===== config.mk =====
export PLATFORM = sky130hd
export DESIGN_NAME = ppsl_port_slot_power
export DESIGN_NICKNAME = d
export VERILOG_FILES = /design/src/verilog/ppsl_port_slot_power.v
export VERILOG_INCLUDE_DIRS = /design/src /design/src/verilog
export SDC_FILE = /design/constraint.sdc
export NUM_CORES = 1
export LEC_CHECK = 0
export BUFFER_PORTS_ARGS = -buffer_cell sky130_fd_sc_hd__buf_4
export CORE_AREA = 2 2 77 79
export CTS_CLUSTER_SIZE = 8
export DETAILED_ROUTE_END_ITERATION = 8
export DIE_AREA = 0 0 79 81
export GPL_TIMING_DRIVEN = 1
export PLACE_DENSITY = 0.83
export SYNTH_ARGS = -nofsm -noshare
export SYNTH_HDL_FRONTEND = slang
export SYNTH_SLANG_ARGS = --single-unit

===== constraint.sdc =====
create_clock -name clk -period 3 [get_ports clk]
set_clock_uncertainty 0.05 [all_clocks]
set_input_delay 0.3 -clock clk [delete_from_list [all_inputs] [get_ports clk]]
set_output_delay 0.3 -clock clk [all_outputs]
set_load 0.02 [all_outputs]

===== src/verilog/ppsl_defs.vh =====
// ppsl_defs.vh: offsets, field positions, reset values for the port slot power and lock block
// assumes inclusion by the single design module only
`ifndef PPSL_DEFS_VH
`define PPSL_DEFS_VH

// register offsets on the configuration access port
`define PPSL_OFS_NB_MISC_CONTROL   8'h00
`define PPSL_OFS_SLOT_CAPABILITY   8'h6c
`define PPSL_OFS_PORT_RX_CONTROL   8'h70
`define PPSL_OFS_CLOCK_FORCE_OFF   8'h74

// misc control fields
`define PPSL_MISC_HIDE_GFX_BIT     0
`define PPSL_MISC_LOCK_BIT         1

// slot capability fields
`define PPSL_SLOT_VALUE_MSB        14
`define PPSL_SLOT_VALUE_LSB        7
`define PPSL_SLOT_SCALE_MSB        16
`define PPSL_SLOT_SCALE_LSB        15

// receive control fields
`define PPSL_RX_CPL_TO_MODE_BIT    19

// clock force-off layout: core c uses bits 4c+3..4c
`define PPSL_CLK_PERM_TX           0
`define PPSL_CLK_DYN_TX            1
`define PPSL_CLK_PERM_LINK         2
`define PPSL_CLK_DYN_LINK          3

// reset values
`define PPSL_RST_NB_MISC_CONTROL   32'h0000_0000
`define PPSL_RST_SLOT_CAPABILITY   32'h0000_0000
`define PPSL_RST_PORT_RX_CONTROL   32'h0008_0000
`define PPSL_RST_CLOCK_FORCE_OFF   16'h0000

`endif


===== src/verilog/ppsl_port_slot_power.v =====
// ppsl_port_slot_power.v: root-port register bank for slot power limit, completion
// timeout mode, register lock and per-core clock branch gating.
// assumes a single-cycle register access port and a ready/valid message receiver downstream.
// assumes link status and completion inputs are synchronous to clk.
//
// Functional notes
// - slot capability bits 14:7 hold the eight-bit slot power value.
// - bits 16:15 hold the power scale, 0..3 meaning 1.0 down to 0.001.
// - every accepted slot capability write raises a power limit message; writes while one waits fold into it.
// - receive control bit 19 set times out completions at once on link down.
// - lock bit makes hardware-initialised registers ignore writes.
// - four cores each get permanent and dynamic transmit and link branches, each forceable off.
// - core one permanent link branch gated only with IOMMU off, cores one two four unused.
// - with the core's branches forced off, its port registers ignore accesses.
`timescale 1ns/1ps
`include "ppsl_defs.vh"

module ppsl_port_slot_power #(
  parameter CORE_IDX = 0,
  parameter NCORE    = 4
) (
  input  wire                 clk,
  input  wire                 reset_n,
  // register access port
  input  wire                 reg_wr,
  input  wire                 reg_rd,
  input  wire [7:0]           reg_addr,
  input  wire [31:0]          reg_wdata,
  output reg  [31:0]          reg_rdata,
  // power limit message towards the link
  output reg                  msg_valid,
  input  wire                 msg_ready,
  output reg  [7:0]           msg_power_value,
  output reg  [1:0]           msg_power_scale,
  // completion timeout on link loss
  input  wire                 link_down,
  input  wire                 cpl_pending,
  output reg                  cpl_timeout_flush,
  // clock branch control per core
  input  wire                 iommu_disabled,
  input  wire [NCORE-1:0]     core_unused,
  output reg  [NCORE-1:0]     perm_tx_clk_en,
  output reg  [NCORE-1:0]     dyn_tx_clk_en,
  output reg  [NCORE-1:0]     perm_link_clk_en,
  output reg  [NCORE-1:0]     dyn_link_clk_en,
  // status mirrors of the misc control bits
  output reg                  hide_gfx_cap,
  output reg                  regs_locked
);

  // register map, byte offsets on the access port:
  //   0x00 misc control: bit 0 hides the graphics port capability,
  //        bit 1 locks the hardware-initialised registers until reset
  //   0x6c slot capability: bits 14:7 power value, bits 16:15 power scale
  //   0x70 receive control: bit 19 picks immediate completion timeout on link down
  //   0x74 clock force-off: four bits per core, low end first:
  //        permanent tx, dynamic tx, permanent link, dynamic link
  // slot capability and receive control ignore accesses while this core is dead;
  // misc control sits outside the port, so a dead core does not block it
  // every other bit reads zero; unmapped offsets read zero and drop writes

  // stored registers
  reg  [31:0]          misc_ctl_r;
  reg  [31:0]          slot_capability_r;
  reg  [31:0]          rx_ctl_r;
  reg  [4*NCORE-1:0]   clk_off_r;
  reg                  link_down_d_r;

  // next-state values and decoded conditions
  reg  [31:0]          slot_capability_nxt;
  reg  [31:0]          rdata_nxt;
  wire                 lock;
  wire                 core_dead;
  wire                 cap_wr;
  wire                 shared_ok;
  // loop index for the per-core enables
  integer              i;

  // one force-off bit of core c, branch b
  function off_bit;
    input [4*NCORE-1:0] v;
    input integer       c;
    input integer       b;
    begin
      off_bit = v[4*c+b];
    end
  endfunction

  // lock state straight from the misc control register
  assign lock      = misc_ctl_r[`PPSL_MISC_LOCK_BIT];
  // this port's core counts as dead once all its branches are forced off
  assign core_dead = &clk_off_r[4*CORE_IDX +: 4];
  // shared core-one permanent link branch may only stop under these conditions
  assign shared_ok = iommu_disabled & core_unused[0] & core_unused[1] & core_unused[NCORE-1];
  // slot capability is hardware-initialised: lock and dead core block it
  assign cap_wr    = reg_wr & (reg_addr == `PPSL_OFS_SLOT_CAPABILITY) & ~lock & ~core_dead;

  // next slot capability: only value and scale fields are writable
  // other bits keep their reset value of zero
  always @* begin
    slot_capability_nxt = slot_capability_r;
    slot_capability_nxt[`PPSL_SLOT_VALUE_MSB:`PPSL_SLOT_VALUE_LSB] =
      reg_wdata[`PPSL_SLOT_VALUE_MSB:`PPSL_SLOT_VALUE_LSB];
    slot_capability_nxt[`PPSL_SLOT_SCALE_MSB:`PPSL_SLOT_SCALE_LSB] =
      reg_wdata[`PPSL_SLOT_SCALE_MSB:`PPSL_SLOT_SCALE_LSB];
  end

  // register writes; the lock bit only ever sets here, reset alone clears it,
  // so a locked bank cannot be unlocked by a stray write
  always @(posedge clk) begin
    if (!reset_n) begin
      misc_ctl_r <= `PPSL_RST_NB_MISC_CONTROL;
      slot_capability_r <= `PPSL_RST_SLOT_CAPABILITY;
      rx_ctl_r   <= `PPSL_RST_PORT_RX_CONTROL;
      clk_off_r  <= {NCORE{4'h0}};
    end else if (reg_wr) begin
      case (reg_addr)
        `PPSL_OFS_NB_MISC_CONTROL: begin
          misc_ctl_r[`PPSL_MISC_HIDE_GFX_BIT] <= reg_wdata[`PPSL_MISC_HIDE_GFX_BIT];
          misc_ctl_r[`PPSL_MISC_LOCK_BIT]     <= reg_wdata[`PPSL_MISC_LOCK_BIT] | lock;
        end
        `PPSL_OFS_SLOT_CAPABILITY: begin
          if (cap_wr)
            slot_capability_r <= slot_capability_nxt;
        end
        `PPSL_OFS_PORT_RX_CONTROL: begin
          if (!core_dead)
            rx_ctl_r[`PPSL_RX_CPL_TO_MODE_BIT] <= reg_wdata[`PPSL_RX_CPL_TO_MODE_BIT];
        end
        `PPSL_OFS_CLOCK_FORCE_OFF: begin
          clk_off_r <= reg_wdata[4*NCORE-1:0];
        end
        default: begin
          misc_ctl_r <= misc_ctl_r;
        end
      endcase
    end
  end

  // read data: port registers read zero while their core is dead
  // the force-off register stays reachable, so a dead core can be revived
  always @* begin
    rdata_nxt = 32'h0000_0000;
    case (reg_addr)
      `PPSL_OFS_NB_MISC_CONTROL: rdata_nxt = misc_ctl_r;
      `PPSL_OFS_SLOT_CAPABILITY: rdata_nxt = core_dead ? 32'h0000_0000 : slot_capability_r;
      `PPSL_OFS_PORT_RX_CONTROL: rdata_nxt = core_dead ? 32'h0000_0000 : rx_ctl_r;
      `PPSL_OFS_CLOCK_FORCE_OFF: rdata_nxt[4*NCORE-1:0] = clk_off_r;
      default:                   rdata_nxt = 32'h0000_0000;
    endcase
  end

  // read data register: loads on a read strobe, holds until the next one
  always @(posedge clk) begin
    if (!reset_n)
      reg_rdata <= 32'h0000_0000;
    else if (reg_rd)
      reg_rdata <= rdata_nxt;
  end

  // power limit message: raised on each accepted write, payload follows latest write
  // a write while a message waits folds into it, so the far side never sees
  // a stale value paired with a fresh scale; a write in the accept cycle wins
  always @(posedge clk) begin
    if (!reset_n) begin
      msg_valid       <= 1'b0;
      msg_power_value <= 8'h00;
      msg_power_scale <= 2'h0;
    end else if (cap_wr) begin
      msg_valid       <= 1'b1;
      msg_power_value <= slot_capability_nxt[`PPSL_SLOT_VALUE_MSB:`PPSL_SLOT_VALUE_LSB];
      msg_power_scale <= slot_capability_nxt[`PPSL_SLOT_SCALE_MSB:`PPSL_SLOT_SCALE_LSB];
    end else if (msg_ready) begin
      msg_valid       <= 1'b0;
    end
  end

  // completion timeout on the rising edge of link down
  // the delayed copy follows the pin through reset too, so a link that is
  // already down when reset lifts is not taken for a fresh drop
  always @(posedge clk) begin
    if (!reset_n) begin
      link_down_d_r     <= link_down;
      cpl_timeout_flush <= 1'b0;
    end else begin
      link_down_d_r     <= link_down;
      cpl_timeout_flush <= link_down & ~link_down_d_r & cpl_pending &
                           rx_ctl_r[`PPSL_RX_CPL_TO_MODE_BIT];
    end
  end

  // clock branch enables and status outputs
  // enables lag the force-off register by one cycle; the shared core-one
  // permanent link branch ignores its force-off bit while anyone still needs it
  always @(posedge clk) begin
    if (!reset_n) begin
      perm_tx_clk_en   <= {NCORE{1'b1}};
      dyn_tx_clk_en    <= {NCORE{1'b1}};
      perm_link_clk_en <= {NCORE{1'b1}};
      dyn_link_clk_en  <= {NCORE{1'b1}};
      hide_gfx_cap     <= 1'b0;
      regs_locked      <= 1'b0;
    end else begin
      for (i = 0; i < NCORE; i = i + 1) begin
        perm_tx_clk_en[i]   <= ~off_bit(clk_off_r, i, `PPSL_CLK_PERM_TX);
        dyn_tx_clk_en[i]    <= ~off_bit(clk_off_r, i, `PPSL_CLK_DYN_TX);
        dyn_link_clk_en[i]  <= ~off_bit(clk_off_r, i, `PPSL_CLK_DYN_LINK);
        perm_link_clk_en[i] <= ~off_bit(clk_off_r, i, `PPSL_CLK_PERM_LINK);
      end
      if (off_bit(clk_off_r, 0, `PPSL_CLK_PERM_LINK) && !shared_ok)
        perm_link_clk_en[0] <= 1'b1;
      hide_gfx_cap <= misc_ctl_r[`PPSL_MISC_HIDE_GFX_BIT];
      regs_locked  <= lock;
    end
  end

endmodule // ppsl_port_slot_power

## Yosys cells after proc, flatten, opt, wreduce, memory -nomap -nowiden

Index checks and enable logic that the tools add are counted.

| storage, ports and cells | value |
|---|---|
| logic and storage cells | 66 |
| bits in latches | 0 |
| input bits | 52 |
| output and inout port bits | 62 |
| memories kept | 0 |
| memory bits (read-only) | 0 |
| RAM bits | 0 |
| flip-flop bits (word level) | 92 |

| operators by class | value |
|---|---|
| eq/ne operators | 3 |
| multipliers | 0 |
| bitwise gates (word level) | 30 |
| mux-type cells | 6 |
| order comparisons | 0 |
| div/mod/pow operators | 0 |
| shifts and indexed selects | 0 |
| reduce and logical (&&, ||, !) cells | 10 |
| add/subtract/negate cells | 0 |

Operators by type and width:

| operator | count |
|---|---|
| case mux 16 bit (4 select lines) | 1 |
| == test 8 x 7 -> 1 bit, second input constant | 3 |
| 2-to-1 mux 20 bit | 1 |
| inverter 1 bit | 20 |
| 2-to-1 mux 17 bit | 1 |
| bitwise AND 1 bit | 9 |
| zero test 8 bit | 1 |
| case mux 4 bit (2 select lines) | 1 |
| AND reduction 3 bit | 2 |
| AND reduction 2 bit | 2 |
| AND reduction 4 bit | 1 |
| 2-to-1 mux 1 bit | 2 |
| nonzero test 2 bit | 1 |
| OR reduction 2 bit | 1 |
| logical AND 1 bit | 1 |
| zero test 1 bit | 1 |
| bitwise OR 1 bit | 1 |

## Logic depth before layout (Yosys ltp)

| logic depth | value |
|---|---|
| depth in word-level cells | 6 |
| depth in mapped cells | 6 |
| gate-level depth less buffers | 4 |

## Worst setup path after synthesis

OpenSTA, ideal clock, no wires.

| timing | value |
|---|---|
| path type | register to register |
| start point | register clk_off_r[3] |
| end point | register msg_power_scale[0] |
| path slack | 1464 ps |
| data required time | 2833 ps |
| library setup time | 117 ps |
| cell stages (with the launch flop) | 6 |
| arrival time | 1369 ps |
| path through | dfxtp_1 and4_1 nand4b_2 o31a_1 buf_2 a22o_1 |

| on the way | value |
|---|---|
| cells in the longest elaborated chain, start to end | 3 |

RTL lines:

| what | RTL line | RTL |
|---|---|---|
| start: declaration | ppsl_port_slot_power.v:66 | `reg [4*NCORE-1:0] clk_off_r;` |
| start signal: assignment | ppsl_port_slot_power.v:115 | `clk_off_r <= {NCORE{4'h0}};` |
| start signal: assignment | ppsl_port_slot_power.v:131 | `clk_off_r <= reg_wdata[4*NCORE-1:0];` |
| AND reduction 4 bit | ppsl_port_slot_power.v:92 | `assign core_dead = &clk_off_r[4*CORE_IDX +: 4];` |
| inverter 1 bit (no line) | n/a |  |
| bitwise AND 1 bit | ppsl_port_slot_power.v:96 | `` assign cap_wr = reg_wr & (reg_addr == `PPSL_OFS_SLOT_CAPABILITY) & ~lock & ~core_dead; `` |
| end signal: assignment | ppsl_port_slot_power.v:172 | `` msg_power_scale <= slot_capability_nxt[`PPSL_SLOT_SCALE_MSB:`PPSL_SLOT_SCALE_LSB]; `` |
| end: declaration | ppsl_port_slot_power.v:34 | `output reg [1:0] msg_power_scale,` |

No other way between the ends.
A chain may end at the register's enable or synchronous reset.

## Worst setup path after layout

| timing | value |
|---|---|
| start point | register clk_off_r[3] |
| end point | register slot_capability_r[16] |

| on the way | value |
|---|---|
| cells in the longest elaborated chain, start to end | 4 |

RTL lines:

| what | RTL line | RTL |
|---|---|---|
| AND reduction 4 bit | ppsl_port_slot_power.v:92 |  |
| inverter 1 bit (no line) | n/a |  |
| bitwise AND 1 bit | ppsl_port_slot_power.v:96 |  |
| AND reduction 3 bit (no line) | n/a |  |
| end signal: assignment | ppsl_port_slot_power.v:113 | `` slot_capability_r <= `PPSL_RST_SLOT_CAPABILITY; `` |
| end signal: assignment | ppsl_port_slot_power.v:124 | `slot_capability_r <= slot_capability_nxt;` |
| end: declaration | ppsl_port_slot_power.v:64 | `reg [31:0] slot_capability_r;` |

No other way between the ends.

==> flow_summary_export.csv <==
group,metric,value,unit
synth,ys_ff_latch,78,
clock_tree,cts_tree,"built",
critical_path,arrival,2060,ps
power_and_ir_drop,p_leak,0.001652,µW
flow_run,drv_cap,0,
placement,dp_slack,999.0,ps
synth,synthCells,269,
timing,fmax,0.5313,GHz
cells_and_area,diodes,0,
synth,async_flop_share,0,
synth,synth_top_family_by_area,"simple AND/OR/NAND/NOR gates",
clock_tree,insertion_delay,330,ps
clock_tree,cts_resized,0,
placement,port_buffers,84,
floorplanning,die_width,79,µm
synth,synthTopCellsByArea,"dfxtp_1 (56%), a22o_1 (6.3%), mux2i_1 (6.1%)",
clock_tree,max-clock-path-buffers,2,
synth,synthSimpleGateAreaFrac,0.1650,
timing,setup_ws,1118,ps
global_route,grt_antenna_before_repair,0,
outcome,outcome,"complete, no violations",
synth,synth-xor-area-share,0.003139,
route,drt-total-wl,6223,µm
clock_tree,hold_buffers,0,
hold_path,holdPathEnd,"link_down_d_r",
timing,hold_slack,30.48,ps
clock_tree,numCtsBuffers,9,
timing,max_slew_margin,0.4699,
floorplanning,rows,28,
critical_path,critPathRequiredTime,3170,ps
critical_path,path_cells,"and4_1, nand4b_2, o31a_1, a22o_1",
route,first_pass_iters,4,
power_and_ir_drop,ir_drop,0.0003078,V
synth,ys_warn_count,0,
clock_tree,clk_pin_slew,70,ps
cells_and_area,final_nets,405,
timing,period_needed,1882,ps
clock_tree,htree_levels,3,
critical_path,crit_type,"reg -> reg",
route,vias,2208,
synth,ys_seq_area_frac,0.5596,
route,ant_nets,0,
global_route,grt_pass1_wl,9908,µm
synth,synthTopCellsByCount,"dfxtp_1 (78), nand2_1 (31), nor2_1 (27), a22o_1 (20), mux2i_1 (17)",
floorplanning,core,0.005675,mm²
critical_path,reg2reg_from,"clk_off_r[3]",
route,via_per_inst,5.099,
timing,worst_pin_slew,795.2,ps
synth,synthFlopType,"dfxtp_1",
critical_path,critPathCaptureType,"register",
synth,synth.most_common_cell,"dfxtp_1",
global_route,grt-ovfl-total,0,
critical_path,cp_max_fo,20,
cells_and_area,drive_gt1_frac,0.3045,
synth,synth_edf_count,0,
synth,synth_compound_area_frac,0.1453,
synth,syn-cell-area,0.002790,mm²
synth,yosysTopAreaCell,"dfxtp_1",
timing,drv_slew,0,
route,drt_iter0_drc,96,
hold_path,min_from,"link_down",
cells_and_area,multiInputGateArea,0.001104,mm²
placement,hpwl,4272,µm
hold_path,whs_path_depth,1,
synth,synthDistinctLibCells,35,
cells_and_area,fillers,503,
route,wl_per_cell,14.37,µm
floorplanning,die_h,81,µm
critical_path,rr_worst_depth,4,
timing,fin_tns_setup,0,ps
global_route,grt_pass1_vias,2140,
synth,syn-mean-instance-area,10.37,µm²
cells_and_area,seq_area,0.001562,mm²
floorplanning,start_util,0.4916,
synth,synth.area.mux_share,0.06099,
critical_path,r2r_setup_slack,1120,ps
timing,rsz0062_at_grt,"false",
floorplanning,io_pins,114,
cells_and_area,syn_to_final_growth,32.20,%
hold_path,hold_class,"in -> reg",
route,drc,0,
critical_path,cp-startpoint,"clk_off_r[3]",
critical_path,slowest_stage,"o31a_1",
synth,synthAdderAreaFrac,0,
clock_tree,clock-root-buffer,"clkbuf_8",
critical_path,slowest_delay,540,ps
timing,period_share,0.6274,
clock_tree,post-cts-setup-buffer-count,0,
synth,synth_top_area_share,0.5596,
critical_path,timing.rr.end,"slot_capability_r[16]",
placement,place.gp.congestion,0.8024,
critical_path,start_kind,"register",
global_route,grt_usage,0.2021,
clock_tree,numClockSinks,78,
floorplanning,die_area,0.006399,mm²
timing,hold_viol,0,
power_and_ir_drop,p_per_area,581.1,mW/mm²
global_route,grt_max_degree,27,
timing,setup_viol,0,
-- worst max path at each step --
stage,slack [ps],cells past startpoint,to
after floorplan,1460,5,msg_power_scale[0]
after global placement,1020,5,msg_power_value[1]
after detailed placement,1000,5,msg_power_value[7]
after CTS,1110,4,slot_capability_r[16]
after global routing,950,4,msg_power_scale[1]
final,1120,4,slot_capability_r[16]
-- metal layers --
metal  track usage  up-vias  part of all wire  wire length, µm
li1              -     1096                 -                -
met1        0.2251     1034              0.41             2529
met2        0.3661       69              0.53             3285
met3       0.03778        9             0.050              310
met4        0.1086        0             0.016               98
met5             0        -                 0                0
-- final cells by class --
cell class              count  area share
clock inverters             6     0.03630
multi-input cells         173      0.2992
repair buffers             87      0.1771
flip-flops and latches     78      0.4233
well taps                  75     0.02544
inverters                   4    0.004071
clock buffers              10     0.03460
-- critical path: cells and delay by family (launching register included) --
family	cells	cell delay, ps
AND/OR/NAND/NOR	2	520
flip-flops	1	340
AO/OA/AOI/OAI	2	870
-- sequential cells by signal, indices dropped and copies added, names as in the netlist, 4 cells and up --
name	count
perm_link_clk_en	4
msg_power_value	8
reg_rdata	18
perm_tx_clk_en	4
clk_off_r	16
slot_capability_r	10
dyn_link_clk_en	4
dyn_tx_clk_en	4
-- metrics by stage --
| step | utilization | cell area, µm² | instances | total power (µW) |
|---|---|---|---|---|
| 6_report | 0.6499 | 3689 | 433 | 2143 |
| 5_1_grt | 0.6499 | 3689 | 433 | 2209 |
| 4_1_cts | 0.6499 | 3689 | 433 | 2160 |
| 3_5_place_dp | 0.6038 | 3427 | 417 | 1170 |
| 3_3_place_gp | 0.6038 | 3427 | 417 | 1168 |
| 2_1_floorplan | - | 2839 | 282 | 1125 |
-- placed cells by master, fill, tap and decap left out, types with 2 or more instances in the layout --
cell	n
a22o_1	20
nand3_1	4
a22oi_1	15
nor2_1	27
conb_1	14
nand4_1	5
a21oi_1	6
nor4_2	3
buf_4	87
o21ai_1	9
a221o_1	2
nand2_1	31
mux2i_1	17
inv_1	4
and2_1	3
dfxtp_1	78
and4_1	3
clkbuf_8	9
bufinv_16	4
-- power by group --
| part | leakage (µW) | switching [µW] | internal, µW |
|---|---|---|---|
| Sequential | 0.000629 | 0.685 | 1040 |
| Combinational | 0.000893 | 69.0 | 40.5 |
| Clock | 0.000130 | 360 | 637 |
-- cell families after synthesis --
group                     after synthesis
other                                   1
AOI/OAI and AO/OA                      55
xor gates and xnor gates                1
and+or+nand+nor                        86
DFF                                    78
muxes                                  17
buffers and inverters                  31
Power figures use the tool's default switching activity.
